`src/include/pcg_consts.svh`:
```
`ifndef PCG_CONSTS_SVH
`define PCG_CONSTS_SVH
// register byte offsets from the system control base
`define PCG_OFF_RUN 12'h104
`define PCG_OFF_SLEEP 12'h114
`define PCG_OFF_DEEP 12'h124
`define PCG_OFF_CFG 12'h060
`define PCG_OFF_ISTAT 12'h200
`define PCG_OFF_IEN 12'h204
`define PCG_OFF_ICLR 12'h208
// writable gate bits: comparator 24, timers 19:16, two-wire 14 and 12,
// sync serial 4, async serial 0
`define PCG_GATE_MASK 32'h010F5011
`define PCG_GATE_RST 32'h00000000
// sleep gating select position in the clock config register
`define PCG_CFG_SEL_BIT 27
`define PCG_CFG_MASK 32'h08000000
// interrupt event positions
`define PCG_EV_FAULT 0
`define PCG_EV_BITS 2
`define PCG_EV_MASK 2'h3
// unit slot positions inside the gate word
`define PCG_BIT_ASYNC_SERIAL_ZERO_GATE 0
`define PCG_BIT_SYNC_SERIAL_ZERO_GATE 4
`define PCG_BIT_TW0 12
`define PCG_BIT_TW1 14
`define PCG_BIT_TMR0 16
`define PCG_BIT_CMP0 24
// bus responses
`define PCG_RESP_OKAY 2'h0
`define PCG_RESP_SLVERR 2'h2
`endif

```
`src/include/pcg_pkg.sv`:
```
package pcg_pkg;
  // power mode of the core
  typedef enum logic [1:0] {
    PCG_RUN = 2'b00,
    PCG_SLEEP = 2'b01,
    PCG_DEEP = 2'b10
  } pcg_mode_e;
  // unit access request from the peripheral bus
  typedef struct packed {
    logic valid;
    logic [3:0] unit;
  } pcg_acc_s;
endpackage

```
`src/rtl/pcg_top.sv`:
```
`include "pcg_consts.svh"
`default_nettype none
module pcg_top
  import pcg_pkg::*;
#(
  parameter int ADDR_W = 12
)
(
  input wire logic i_mclk,
  input wire logic i_rst_n,
  // axi4-lite slave
  input wire logic [ADDR_W-1:0] i_awaddr,
  input wire logic i_awvalid,
  output logic o_awready,
  input wire logic [31:0] i_wdata,
  input wire logic [3:0] i_wstrb,
  input wire logic i_wvalid,
  output logic o_wready,
  output logic [1:0] o_bresp,
  output logic o_bvalid,
  input wire logic i_bready,
  input wire logic [ADDR_W-1:0] i_araddr,
  input wire logic i_arvalid,
  output logic o_arready,
  output logic [31:0] o_rdata,
  output logic [1:0] o_rresp,
  output logic o_rvalid,
  input wire logic i_rready,
  // power mode from the core, same clock
  input wire pcg_pkg::pcg_mode_e i_mode,
  // peripheral access request, same clock
  input wire pcg_pkg::pcg_acc_s i_acc,
  // outputs
  output logic o_bus_fault,
  output logic [31:0] o_clk_en,
  output logic o_irq
);
  import pcg_pkg::*;

  // gating registers, one per power mode
  logic [31:0] run_clock_gate_group1;
  logic [31:0] sleep_clock_gate_group1;
  logic [31:0] deep_sleep_clock_gate_group1;
  // clock config register holding the select bit
  logic [31:0] run_mode_clock_config;
  logic sleep_gating_select;
  // interrupt status and enable
  logic [`PCG_EV_BITS-1:0] int_stat;
  logic [`PCG_EV_BITS-1:0] int_en;
  // write channel capture
  logic aw_held;
  logic w_held;
  logic [ADDR_W-1:0] aw_addr;
  logic [31:0] w_data;
  logic [3:0] w_strb;
  // selected gate word and fault pulse
  logic [31:0] next_clk_en;
  logic fault;
  logic do_write;
  logic wr_hit;
  logic rd_take;
  logic [31:0] rd_word;
  logic rd_hit;
  logic [`PCG_EV_BITS-1:0] ev;
  logic [`PCG_EV_BITS-1:0] clr;
  logic cfg_chg;

  assign sleep_gating_select = run_mode_clock_config[`PCG_CFG_SEL_BIT];

  // byte-lane merge, keeping only writable bits
  function automatic logic [31:0] merge(input logic [31:0] old,
                                        input logic [31:0] d,
                                        input logic [3:0] s,
                                        input logic [31:0] m);
    logic [31:0] r;
    r = old;
    for (int i = 0; i < 4; i++)
      if (s[i])
        r[i*8 +: 8] = d[i*8 +: 8];
    return r & m;
  endfunction

  // mode-dependent register selection
  pcg_gate_sel u_sel (
    .i_run(run_clock_gate_group1),
    .i_sleep(sleep_clock_gate_group1),
    .i_deep(deep_sleep_clock_gate_group1),
    .i_sel(sleep_gating_select),
    .i_mode(i_mode),
    .o_gate(next_clk_en)
  );

  // fault check against the live enables
  pcg_fault_chk u_chk (
    .i_gate(o_clk_en),
    .i_acc(i_acc),
    .o_fault(fault)
  );

  // clock enables registered out
  always_ff @(posedge i_mclk or negedge i_rst_n)
  begin
    if (!i_rst_n)
      o_clk_en <= `PCG_GATE_RST;
    else
      o_clk_en <= next_clk_en;
  end

  // fault pulse registered out
  always_ff @(posedge i_mclk or negedge i_rst_n)
  begin
    if (!i_rst_n)
      o_bus_fault <= 1'b0;
    else
      o_bus_fault <= fault;
  end

  // write address capture
  always_ff @(posedge i_mclk or negedge i_rst_n)
  begin
    if (!i_rst_n)
    begin
      aw_held <= 1'b0;
      aw_addr <= '0;
    end
    else if (i_awvalid && o_awready)
    begin
      aw_held <= 1'b1;
      aw_addr <= i_awaddr;
    end
    else if (do_write)
      aw_held <= 1'b0;
  end

  // write data capture
  always_ff @(posedge i_mclk or negedge i_rst_n)
  begin
    if (!i_rst_n)
    begin
      w_held <= 1'b0;
      w_data <= '0;
      w_strb <= '0;
    end
    else if (i_wvalid && o_wready)
    begin
      w_held <= 1'b1;
      w_data <= i_wdata;
      w_strb <= i_wstrb;
    end
    else if (do_write)
      w_held <= 1'b0;
  end

  // ready while nothing held and no response pending
  assign o_awready = !aw_held && !o_bvalid;
  assign o_wready = !w_held && !o_bvalid;
  assign do_write = aw_held && w_held && !o_bvalid;

  // write address decode
  always_comb
  begin
    wr_hit = 1'b1;
    if (aw_addr[11:0] == `PCG_OFF_RUN)
      wr_hit = 1'b1;
    else if (aw_addr[11:0] == `PCG_OFF_SLEEP)
      wr_hit = 1'b1;
    else if (aw_addr[11:0] == `PCG_OFF_DEEP)
      wr_hit = 1'b1;
    else if (aw_addr[11:0] == `PCG_OFF_CFG)
      wr_hit = 1'b1;
    else if (aw_addr[11:0] == `PCG_OFF_IEN)
      wr_hit = 1'b1;
    else if (aw_addr[11:0] == `PCG_OFF_ICLR)
      wr_hit = 1'b1;
    else
      wr_hit = 1'b0;
  end

  // gating register writes
  always_ff @(posedge i_mclk or negedge i_rst_n)
  begin
    if (!i_rst_n)
    begin
      run_clock_gate_group1 <= `PCG_GATE_RST;
      sleep_clock_gate_group1 <= `PCG_GATE_RST;
      deep_sleep_clock_gate_group1 <= `PCG_GATE_RST;
    end
    else if (do_write)
    begin
      // reserved bits masked off so they read zero
      if (aw_addr[11:0] == `PCG_OFF_RUN)
        run_clock_gate_group1 <= merge(run_clock_gate_group1, w_data,
                                       w_strb, `PCG_GATE_MASK);
      else if (aw_addr[11:0] == `PCG_OFF_SLEEP)
        sleep_clock_gate_group1 <= merge(sleep_clock_gate_group1, w_data,
                                         w_strb, `PCG_GATE_MASK);
      else if (aw_addr[11:0] == `PCG_OFF_DEEP)
        deep_sleep_clock_gate_group1 <= merge(deep_sleep_clock_gate_group1,
                                              w_data, w_strb,
                                              `PCG_GATE_MASK);
    end
  end

  // clock config and interrupt enable writes
  always_ff @(posedge i_mclk or negedge i_rst_n)
  begin
    if (!i_rst_n)
    begin
      run_mode_clock_config <= '0;
      int_en <= '0;
    end
    else if (do_write)
    begin
      if (aw_addr[11:0] == `PCG_OFF_CFG)
        run_mode_clock_config <= merge(run_mode_clock_config, w_data,
                                       w_strb, `PCG_CFG_MASK);
      else if (aw_addr[11:0] == `PCG_OFF_IEN && w_strb[0])
        int_en <= w_data[`PCG_EV_BITS-1:0];
    end
  end

  // write response
  always_ff @(posedge i_mclk or negedge i_rst_n)
  begin
    if (!i_rst_n)
    begin
      o_bvalid <= 1'b0;
      o_bresp <= `PCG_RESP_OKAY;
    end
    else if (do_write)
    begin
      o_bvalid <= 1'b1;
      o_bresp <= wr_hit ? `PCG_RESP_OKAY : `PCG_RESP_SLVERR;
    end
    else if (i_bready)
      o_bvalid <= 1'b0;
  end

  // events: bit 0 fault, bit 1 enable word changed
  assign cfg_chg = (next_clk_en != o_clk_en);
  assign ev = {cfg_chg, fault};
  assign clr = (do_write && aw_addr[11:0] == `PCG_OFF_ICLR && w_strb[0])
               ? w_data[`PCG_EV_BITS-1:0] : '0;

  // sticky status, set wins over clear
  always_ff @(posedge i_mclk or negedge i_rst_n)
  begin
    if (!i_rst_n)
      int_stat <= '0;
    else
      int_stat <= (int_stat & ~clr) | ev;
  end

  assign o_irq = |(int_stat & int_en);

  // read decode
  always_comb
  begin
    rd_hit = 1'b1;
    rd_word = '0;
    if (i_araddr[11:0] == `PCG_OFF_RUN)
      rd_word = run_clock_gate_group1;
    else if (i_araddr[11:0] == `PCG_OFF_SLEEP)
      rd_word = sleep_clock_gate_group1;
    else if (i_araddr[11:0] == `PCG_OFF_DEEP)
      rd_word = deep_sleep_clock_gate_group1;
    else if (i_araddr[11:0] == `PCG_OFF_CFG)
      rd_word = run_mode_clock_config;
    else if (i_araddr[11:0] == `PCG_OFF_ISTAT)
      rd_word = {30'h0, int_stat};
    else if (i_araddr[11:0] == `PCG_OFF_IEN)
      rd_word = {30'h0, int_en};
    else if (i_araddr[11:0] == `PCG_OFF_ICLR)
      rd_word = '0;
    else
      rd_hit = 1'b0;
  end

  assign o_arready = !o_rvalid;
  assign rd_take = i_arvalid && o_arready;

  // read response
  always_ff @(posedge i_mclk or negedge i_rst_n)
  begin
    if (!i_rst_n)
    begin
      o_rvalid <= 1'b0;
      o_rdata <= '0;
      o_rresp <= `PCG_RESP_OKAY;
    end
    else if (rd_take)
    begin
      o_rvalid <= 1'b1;
      o_rdata <= rd_word;
      o_rresp <= rd_hit ? `PCG_RESP_OKAY : `PCG_RESP_SLVERR;
    end
    else if (i_rready)
      o_rvalid <= 1'b0;
  end

  // checks
  a_reserved_zero: assert property
    (@(posedge i_mclk) disable iff (!i_rst_n)
    (o_clk_en & ~`PCG_GATE_MASK) == 32'h0)
    else $error("reserved enable bit set");
  a_run_follow: assert property
    (@(posedge i_mclk) disable iff (!i_rst_n)
    (i_mode == PCG_RUN) |=> o_clk_en == $past(run_clock_gate_group1))
    else $error("run register not applied");
  a_sleep_follow: assert property
    (@(posedge i_mclk) disable iff (!i_rst_n)
    (i_mode == PCG_SLEEP && sleep_gating_select)
    |=> o_clk_en == $past(sleep_clock_gate_group1))
    else $error("sleep register not applied");
  a_deep_follow: assert property
    (@(posedge i_mclk) disable iff (!i_rst_n)
    (i_mode == PCG_DEEP && !sleep_gating_select)
    |=> o_clk_en == $past(run_clock_gate_group1))
    else $error("deep sleep without select ignored run");
  a_fault_gate: assert property
    (@(posedge i_mclk) disable iff (!i_rst_n)
    (i_acc.valid && i_acc.unit == 4'h7 && !o_clk_en[`PCG_BIT_ASYNC_SERIAL_ZERO_GATE])
    |=> o_bus_fault)
    else $error("missing fault on gated unit");
  a_no_fault: assert property
    (@(posedge i_mclk) disable iff (!i_rst_n)
    !i_acc.valid |=> !o_bus_fault)
    else $error("spurious fault");
  a_timer_map: assert property
    (@(posedge i_mclk) disable iff (!i_rst_n)
    (i_acc.valid && i_acc.unit == 4'h2 && o_clk_en[`PCG_BIT_TMR0 + 2])
    |=> !o_bus_fault)
    else $error("timer two map wrong");
  a_bresp_hold: assert property
    (@(posedge i_mclk) disable iff (!i_rst_n)
    (o_bvalid && !i_bready) |=> o_bvalid && $stable(o_bresp))
    else $error("write response dropped");
  a_irq_level: assert property
    (@(posedge i_mclk) disable iff (!i_rst_n)
    fault && int_en[`PCG_EV_FAULT] && !do_write |=> o_irq)
    else $error("irq missing");
  c_sleep_sel: cover property (@(posedge i_mclk) disable iff (!i_rst_n)
    i_mode == PCG_SLEEP && sleep_gating_select);
  c_fault: cover property (@(posedge i_mclk) disable iff (!i_rst_n)
    o_bus_fault);
  c_write: cover property (@(posedge i_mclk) disable iff (!i_rst_n)
    do_write && wr_hit);
endmodule
`default_nettype wire

```
`src/rtl/pcg_gate_sel.sv`:
```
`include "pcg_consts.svh"
`default_nettype none
module pcg_gate_sel
  import pcg_pkg::*;
(
  input wire logic [31:0] i_run,
  input wire logic [31:0] i_sleep,
  input wire logic [31:0] i_deep,
  input wire logic i_sel,
  input wire pcg_pkg::pcg_mode_e i_mode,
  output logic [31:0] o_gate
);
  // pick the register that applies to the present power mode
  always_comb
  begin
    o_gate = i_run;
    if (i_sel)
    begin
      case (i_mode)
        PCG_SLEEP: o_gate = i_sleep;
        PCG_DEEP: o_gate = i_deep;
        default: o_gate = i_run;
      endcase
    end
  end
endmodule
`default_nettype wire

```
`src/rtl/pcg_fault_chk.sv`:
```
`include "pcg_consts.svh"
`default_nettype none
module pcg_fault_chk
  import pcg_pkg::*;
(
  input wire logic [31:0] i_gate,
  input wire pcg_pkg::pcg_acc_s i_acc,
  output logic o_fault
);
  // map unit number to gate bit; 0..3 timers, 4,5 two-wire,
  // 6 sync serial, 7 async serial, 8 comparator
  function automatic logic unit_on(input logic [31:0] g,
                                   input logic [3:0] u);
    logic r;
    r = 1'b0;
    case (u)
      4'h0, 4'h1, 4'h2, 4'h3: r = g[`PCG_BIT_TMR0 + u[1:0]];
      4'h4: r = g[`PCG_BIT_TW0];
      4'h5: r = g[`PCG_BIT_TW1];
      4'h6: r = g[`PCG_BIT_SYNC_SERIAL_ZERO_GATE];
      4'h7: r = g[`PCG_BIT_ASYNC_SERIAL_ZERO_GATE];
      4'h8: r = g[`PCG_BIT_CMP0];
      default: r = 1'b1;
    endcase
    return r;
  endfunction
  // access to an unclocked unit is a fault
  assign o_fault = i_acc.valid && !unit_on(i_gate, i_acc.unit);
endmodule
`default_nettype wire

```
`config.mk`:
```
export PLATFORM = sky130hd
export DESIGN_NAME = pcg_top
export DESIGN_NICKNAME = d
export VERILOG_FILES = /design/src/include/pcg_pkg.sv /design/src/rtl/pcg_top.sv /design/src/rtl/pcg_gate_sel.sv /design/src/rtl/pcg_fault_chk.sv
export VERILOG_INCLUDE_DIRS = /design/src /design/src/include
export SDC_FILE = /design/constraint.sdc
export NUM_CORES = 1
export LEC_CHECK = 0
export BUFFER_PORTS_ARGS = -buffer_cell sky130_fd_sc_hd__buf_2
export CORE_AREA = 2 2 101 103
export CTS_BUF_LIST = sky130_fd_sc_hd__clkbuf_8
export CTS_CLUSTER_SIZE = 30
export DETAILED_ROUTE_END_ITERATION = 16
export DIE_AREA = 0 0 103 105
export GPL_ROUTABILITY_DRIVEN = 0
export PLACE_DENSITY = 0.85
export SYNTH_ARGS = -nofsm -noshare
export SYNTH_HDL_FRONTEND = slang
export SYNTH_SLANG_ARGS = --single-unit
export TNS_END_PERCENT = 20
```
`constraint.sdc`:
```
create_clock -name i_mclk -period 2.49 [get_ports i_mclk]
set_input_delay 0.498 -clock i_mclk [delete_from_list [all_inputs] [get_ports i_mclk]]
set_output_delay 0.498 -clock i_mclk [all_outputs]
set_load 0.02 [all_outputs]
```
# Word level (Yosys, flattened, before mapping)
# Index checks and enable logic that the tools add are counted.
[classes]
reduce_logical = 37
muxes = 34
order_cmp = 1
addsub = 1
eq_ne = 24
bitwise = 7
[ops]
columns = ["cell", "n"]
rows = [
  ["$mux 32", 3],
  ["$eq 12x9->1 const B", 6],
  ["$eq 12x10->1 const B", 5],
  ["$mux 28", 2],
  ["$pmux 25 s2", 1],
  ["$lt 32x6->1 const B", 1],
  ["$ne 32x32->1", 1],
  ["$eq 12x7->1 const B", 2],
  ["$mux 1", 21],
  ["$reduce_and 5->1", 4],
  ["$reduce_and 3->1", 6],
  ["$eq 4x3->1 const B", 4],
  ["$reduce_and 4->1", 4],
  ["$logic_and 1x1->1", 11],
  ["$mux 2", 5],
  ["$eq 4x2->1 const B", 2],
  ["$reduce_bool 2->1", 4],
  ["$add 5x2->6 const A", 1],
  ["$pmux 1 s6", 1],
  ["$bmux 1 s5", 1],
  ["$logic_not 1->1", 5],
  ["$and 2x2->2", 2],
  ["$eq 4x1->1 const B", 1],
  ["$eq 4x4->1 const B", 1],
  ["other kinds (8)", 10],
]
[word_totals]
in_bits = 74
regBits = 149

# Depth between registers and ports, before layout
# Gate-level depths: netlist (run 1).
[depth]
ltp_word = 9
depth_mapped = 8
depth_no_buf = 7

# Cells and area by module
# From an unflattened synthesis (run 1), not the netlist that was laid out.
[unflattened]
hier_cells = 462
area_unflattened_um2 = 5853.1
[by_module_without_submodules]
columns = ["module", "area_each_um2", "instances", "cells_each", "seq_area_each_um2"]
rows = [
  ["pcg_top", 4820.9, 1, 370, 2727.6],
  ["pcg_gate_sel", 922.1, 1, 79, 0.0],
  ["pcg_fault_chk", 110.1, 1, 13, 0.0],
]

# Least setup slack after synthesis (run 1)
# No wires, ideal clock.
[synth_timing]
path_kind = "input-to-reg"
startpoint = "input i_mode[0]"
endpoint = "register int_stat[1]"
stages = 8
setup_slack_ps = 264
arrival_ps = 2098
cell_sequence = "inv_1 > ha_1 > nor2b_1 > clkbuf_1 > mux2_2 > xor2_1 > nand4_1 > a2111o_1"
[synth_via]
elab_chain_len = 5
elab_cells_between_ends = 6
classes_between = "3 x eq/ne; 2 x mux; 1 x bitwise"
[synth_lines]
columns = ["element", "line", "text"]
rows = [
  ["from (decl)", "pcg_top.sv:30", "input wire pcg_pkg::pcg_mode_e i_mode,"],
  ["$eq 2x2->1 / $eq 2x1->1 (equally long branches)", "pcg_gate_sel.sv:19", "case (i_mode)"],
  ["$pmux 25 s2 *", "pcg_gate_sel.sv:19", ""],
  ["$mux 32 *", "pcg_gate_sel.sv:17", "if (i_sel)"],
  ["$ne 32x32->1 *", "pcg_top.sv:240", "assign cfg_chg = (next_clk_en != o_clk_en);"],
  ["$or 2x2->2 *", "pcg_top.sv:251", "int_stat <= (int_stat & ~clr) | ev;"],
  ["to (signal assigned)", "pcg_top.sv:251", ""],
  ["to (decl)", "pcg_top.sv:48", "logic [`PCG_EV_BITS-1:0] int_stat;"],
]
# Mark *: on every way between the ends. The rest lies on a longest branch, timed or not.
# A chain may end at the register's enable or synchronous reset.

# Final worst setup path (run 1)
[layout_timing]
startpoint = "register aw_addr[5]"
endpoint = "register int_stat[1]"
[layout_via]
elab_chain_len = 7
[layout_lines]
columns = ["element", "line", "text"]
rows = [
  ["from (decl)", "pcg_top.sv:53", "logic [ADDR_W-1:0] aw_addr;"],
  ["from (signal assigned)", "pcg_top.sv:129", "aw_addr <= i_awaddr;"],
  ["$eq 12x10->1 (no source line)", "n/a", ""],
  ["$logic_and 1x1->1 (no source line)", "n/a", ""],
  ["$logic_and 1x1->1", "pcg_top.sv:242", "assign clr = (do_write && aw_addr[11:0] == `PCG_OFF_ICLR && w_strb[0])"],
  ["$mux 2", "pcg_top.sv:242", ""],
  ["$not 2->2", "pcg_top.sv:251", ""],
  ["$and 2x2->2", "pcg_top.sv:251", ""],
  ["$or 2x2->2", "pcg_top.sv:251", ""],
]
# Every way passes these cells.

==> results of run 1 <==
-- final cells by class --
cell class                 count  area share [%]
inverter                      13           0.961
clock buffer                   9            2.44
tap                          133            3.28
sequential                    86            42.4
timing repair buffer          89            9.46
clock inverter                 6            1.40
multi-input combinational    288            40.1
-- synth_stat cells, types with 2 or more instances --
cell	n	area, sq um
dfrtp_1	86	2150
mux2_2	64	721
buf_4	46	345
nand2_1	38	143
nor2_1	16	60.1
inv_1	13	48.8
o21ai_0	13	65.1
clkbuf_1	12	45.0
mux2i_1	11	110
a22oi_1	9	67.6
nand3_1	9	45.0
o21ai_1	8	40.0
nand2b_1	6	37.5
xor2_1	6	52.6
nor3_1	5	25.0
a211oi_1	3	22.5
a21oi_1	3	15.0
a22o_1	3	26.3
nor4_1	3	18.8
xnor2_1	3	26.3
a21o_1	2	15.0
a32oi_1	2	17.5
and2_1	2	12.5
and3_1	2	12.5
buf_2	2	10.0
ha_1	2	25.0
nand4_1	2	12.5
o22ai_1	2	12.5
o31ai_1	2	15.0
o41ai_1	2	17.5
-- cell families after synthesis --
family | after synthesis
compound gates | 57
flops | 86
fa+ha+maj | 2
buf+inv | 73
simple gates | 98
mux | 76
xor+xnor | 9
other cells | 1
-- path summary, 6_finish.rpt --
path                                         start                               endpoint  cells past startpoint
min in group i_mclk                       i_bready                   o_bvalid$_DFFE_PN0P_                      2
setup / recovery            aw_addr[5]$_DFFE_PN0P_                  int_stat[1]$_DFF_PN0_                      5
hold reg to reg            o_rdata[12]$_DFFE_PN0P_                o_rdata[12]$_DFFE_PN0P_                      2
setup reg to reg            aw_addr[5]$_DFFE_PN0P_                  int_stat[1]$_DFF_PN0_                      5
max in group asynchronous                  i_rst_n  run_clock_gate_group1[24]$_DFFE_PN0P_                      2
hold / removal                             i_rst_n                o_rdata[19]$_DFFE_PN0P_                      1
-- through the flow --
step                      power (mW)  util [%]  cells
after floorplan                 2.59         -    447
after global placement          2.77      50.6    609
after detailed placement        2.84      50.6    609
after CTS                       3.82      52.7    624
after global routing            4.01      52.7    624
final                           3.79      52.7    624
-- where the power goes --
part           switching, mW  internal (mW)  total [mW]
Combinational          0.443          0.419       0.862
Clock                  0.516          0.465       0.980
Sequential             0.281           1.67        1.95
Total                   1.24           2.55        3.79
-- state kept, by name (all words and copies together) (netlist names), 2 cells and up --
name / flops
o_clk_en: 9
run_clock_gate_group1: 9
int_en: 2
aw_addr: 12
w_strb: 4
int_stat: 2
w_data: 11
deep_sleep_clock_gate_group1: 9
o_rdata: 11
sleep_clock_gate_group1: 9
-- per-layer routing --
metal / vias up / GRT usage [%] / part of all wire [%]
li1: 1506 / - / -
met1: 1540 / 25.9 / 43
met2: 184 / 30.8 / 46
met3: 25 / 3.55 / 7.5
met4: 0 / 8.27 / 3.2
met5: - / 0 / 0
-- worst register-to-register path: cells and delay by family, from the launching register on --
family           cells  cell delay [ps]
AND/OR/NAND/NOR      4             1260
flip-flops           1              420
AO/OA/AOI/OAI        1              410
==> out/summary.txt, run 1 <==
Final wirelength - 9960 um
Post-Syn Instances - 402
Synth Flop Type - dfrtp_1
Setup Slack @ Placement - 23.2 ps
Clock latency on the worst-skew pair - 360 ps
Pwr Density - 747 nW/um^2
Crit end category - flop
Reg clk slew, reported paths - 90 ps
CTS Hold Buffers Added - 0
Fin area - 5080 sq um
Seq cells post-synth - 86
Initial Utilization - 46.3%
Row count - 36
CP peak stage delay - 710 ps
First-pass GRT wire length - 16300 um
Hold_ws - 109 ps
Most common cell after layout, fill and taps aside - dfrtp_1
Final net count - 563
Max Buffers Root-to-Sink - 2
Max Slew Vio Count - 0
VDD IR max - 0.634 mV
Critical Path Start Type - flop
Setup tns final - 0 ps
Register area - 2150 sq um
P_leak - 2.48 nW
Slowest-stage cell, CP - or4b_2
Maxcap violations - 0
Syn-to-layout area delta - 13.7%
Drt pass-1 iters - 5
Cts bufs inserted - 9
Xor-xnor portion of the synthesized cell area - 1.76%
Diode count - 0
Critical Path AT - 2440 ps
Die W - 103 um
Final setup violation count - 0
Port Buf Inserts - 81
Io pins - 149
Worst clock skew - 11.7 ps
Critical path class - flop to flop
Congestion Overflow GR - 0
Number of DRC markers in iteration 0 - 244
Initial antenna violation count - 0
Via count - 3255
Antenna-violating nets left - 0
FFs w/ async S/R, synth - 100%
RSZ-0062 raised after global routing - no
Worst path cell trace - or4b_2, nor3_1, and3_1, nand2_1, a2111o_1
Clock sink count - 86
Area after DPL - 4880 sq um
Setup bufs post-CTS - 0
Routed length per instance - 16.0 um
Die height - 105 um
Synth Area in Simple Gates - 11.6%
Main combinational cell family by area after synthesis - multiplexers
# resized after CTS - 0
Die area - 10800 sq um
Endpoints failing hold - 0
Vias in the first global route - 3287
Drc violations - 0
Outcome - completed
Multi-input logic area - 2030 sq um
Flop2flop setup slack - 290 ps
Max_slew headroom - 60.5%
Sum of buffers and inverters on the critical path - 0
Yosys cell types - 55
Actual slew at the worst max-slew pin - 589 ps
Hpwl dp - 7570 um
Via-per-instance ratio - 5.22
Largest net degree at the start of global routing - 48
Max Clk Rate - 455 MHz
HP Class - input pin to asynchronous set/reset pin
Synthesized area - 4470 sq um
CP Data Required Time - 2730 ps
H-tree Lvls - 3
CTS tree - done
Warning count from the yosys run - 0
Period utilisation layout - 88.3%
Mux share of post-synthesis cell area - 19.1%
Core Box Area - 9640 sq um
Synth Area in Adders - 0.560%
PnR worst setup slack - 290 ps
Commonest cells after routing, fill and taps aside - 86 x dfrtp_1, 80 x buf_2, 64 x mux2_2, 46 x conb_1, 38 x nand2_1
Tot GR Track Use - 19.4%
Fin crit period - 2200 ps
Sequential share of the synthesized area - 48.2%
Number of synthesized flops with an enable pin - 0
Root Driver - clkbuf_8
Mean Syn Cell Area - 11.1 sq um
Filler cells - 847
Proportion of layout cells with a drive suffix above 1 - 36.0%
Post-synthesis compound-gate area fraction - 8.66%
Crit Path Max Fanout - 4
CP top delay family - simple AND/OR/NAND/NOR gates
Power figures use the tool's default switching activity.
==> run 2: changes to the inputs <==
--- a/config.mk
+++ b/config.mk
@@ -7,13 +7,15 @@
 export NUM_CORES = 1
 export LEC_CHECK = 0
 export BUFFER_PORTS_ARGS = -buffer_cell sky130_fd_sc_hd__buf_2
-export CORE_AREA = 2 2 101 103
+export CELL_PAD_IN_SITES_DETAIL_PLACEMENT = 1
+export CELL_PAD_IN_SITES_GLOBAL_PLACEMENT = 1
+export CORE_AREA = 2 2 109 111
 export CTS_BUF_LIST = sky130_fd_sc_hd__clkbuf_8
 export CTS_CLUSTER_SIZE = 30
 export DETAILED_ROUTE_END_ITERATION = 16
-export DIE_AREA = 0 0 103 105
+export DIE_AREA = 0 0 111 113
 export GPL_ROUTABILITY_DRIVEN = 0
-export PLACE_DENSITY = 0.85
+export PLACE_DENSITY = 0.92
 export SYNTH_ARGS = -nofsm -noshare
 export SYNTH_HDL_FRONTEND = slang
 export SYNTH_SLANG_ARGS = --single-unit
==> run 2 against run 1 <==
  * Critical path depth unchanged
  * Global-route usage down 0.44 points
  * Register-to-register slack worse by 80 ps
  * Cell count up 2.1%
  * Core utilization down 7.6 points
  * Clock-buffer cell count up 1
  * Sequential share of layout area unchanged
  * Clock skew down 6.1 ps
  * Final area unchanged
  * Clock power down 10%
  * Largest cell class unchanged
  * Highest routed layer unchanged
==> out/summary.txt, run 2 (synthesis results as in run 1) <==
Syn-to-layout area delta - 13.7%
VDD IR max - 0.598 mV
Finished Layout Cells - 637
Row count - 39
Max_slew headroom - 65.7%
Hpwl dp - 9100 um
Final wirelength - 11700 um
Max Slew Vio Count - 0
Largest regs - aw_addr: 12 flops, o_rdata: 11 flops, w_data: 11 flops
Maxcap violations - 0
Initial antenna violation count - 0
Net Switching - 1.25 mW
Worst clock skew - 5.58 ps
Root Driver - clkbuf_8
Setup bufs post-CTS - 0
Switching share of power - 33.6%
First-pass GRT wire length - 18900 um
Post-route total power - 3.72 mW
Worst reg2reg path depth - 5
Critical path class - flop to flop
Congestion Overflow GR - 0
Actual slew at the worst max-slew pin - 515 ps
Proportion of layout cells with a drive suffix above 1 - 36.0%
Cts bufs inserted - 9
Cell Int Power - 2.47 mW
Setup tns final - 0 ps
Via count - 3354
Critical Path AT - 2520 ps
Final net count - 565
P_leak - 2.49 nW
Max Clk Rate - 439 MHz
Die height - 113 um
Placed insts - 621
Most common cell after layout, fill and taps aside - dfrtp_1
Period utilisation layout - 91.4%
CTS Hold Buffers Added - 0
Critical Path Start Type - flop
H-tree Lvls - 3
# resized after CTS - 0
Max Buffers Root-to-Sink - 2
Die area - 12500 sq um
Outcome - completed
Drt pass-1 iters - 5
Reg clk slew, reported paths - 90 ps
Largest net degree at the start of global routing - 52
Io pins - 149
CTS tree - done
RSZ-0062 raised after global routing - no
Diode count - 0
Clock power share - 23.6%
Port Buf Inserts - 81
Commonest cells after routing, fill and taps aside - 86 x dfrtp_1, 80 x buf_2, 64 x mux2_2, 46 x conb_1, 38 x nand2_1
Endpoints failing hold - 0
Antenna-violating nets left - 0
Final setup violation count - 0
Reg with most FFs - aw_addr
HP Class - input pin to asynchronous set/reset pin
Flop pwr share - 52.7%
Largest register FFs - 12
Vias in the first global route - 3598
Initial Utilization - 39.6%
Via-per-instance ratio - 5.27
Number of DRC markers in iteration 0 - 142
Tot GR Track Use - 19.0%
Drc violations - 0
Die W - 111 um
CP Data Required Time - 2740 ps
Clock latency on the worst-skew pair - 360 ps
Comb pwr share - 23.7%
Crit Path Max Fanout - 4
Crit end category - flop
Pwr Density - 733 nW/um^2
Fin crit period - 2280 ps
Core Box Area - 11300 sq um
Clock sink count - 86
Routed length per instance - 18.3 um
[run 2: cell types whose count changed in the layout (fill, tap and decap cells not counted), sizes merged]
cell,previous run,this run
buf,89,91
bufinv,1,0
clkbuf,9,10
clkinv,2,3
clkinvlp,2,1
inv,14,15
[run 2: final timing paths]
check	startpoint	endpoint	slack (ps)
max	aw_addr[5]$_DFFE_PN0P_	int_stat[1]$_DFF_PN0_	210
min	i_rst_n	o_rdata[18]$_DFFE_PN0P_	100
max reg2reg	aw_addr[5]$_DFFE_PN0P_	int_stat[1]$_DFF_PN0_	210
min reg2reg	o_rdata[17]$_DFFE_PN0P_	o_rdata[17]$_DFFE_PN0P_	480
max in group asynchronous	i_rst_n	aw_addr[6]$_DFFE_PN0P_	1750
min in group i_mclk	i_rready	o_rvalid$_DFFE_PN0P_	330
[run 2: through the flow]
| step | hold WS, ps | utilization (%) | setup slack, ps | cell area [sq um] |
|---|---|---|---|---|
| 4_1_cts | 104 | 45.0 | 250 | 5080 |
| 6_report | 98.2 | 45.0 | 214 | 5080 |
| 3_3_place_gp | 456 | 43.6 | 54.7 | 4910 |
| 5_1_grt | 126 | 45.0 | 134 | 5080 |
| 2_1_floorplan | 202 | - | 264 | 4640 |
| 3_5_place_dp | 470 | 43.6 | -102 | 4910 |
[run 2: layout make-up]
class	instances	area [sq um]
fillers	1280	6190
clock inverters	6	30.0
repair buffers	91	495
well taps	143	179
clock buffers	10	138
multi-input cells	288	2030
flip-flops and latches	86	2150
inverters	13	48.8
[run 2: metal layers]
metal	vias to the layer above	share of wire, %	GRT usage, %
met5	-	0	0
met4	0	2.7	8.50
met3	30	5.8	2.84
met2	149	50	33.4
met1	1664	42	23.3
li1	1511	-	-
[run 2: power groups by stage]
stage	registers [mW]	logic, mW	clock network [mW]
final	1.96	0.880	0.880
after global routing	2.02	0.957	0.951
after CTS	1.96	0.891	0.898
after detailed placement	1.99	0.885	0
after global placement	1.95	0.831	0
after floorplan	1.91	0.678	0
[run 2: critical path, cell delays in order (launching register included)]
cell	delay, ps
dfrtp_1	420
or4b_2	700
nor3_1	270
and3_1	260
nand2_1	100
a2111o_1	420
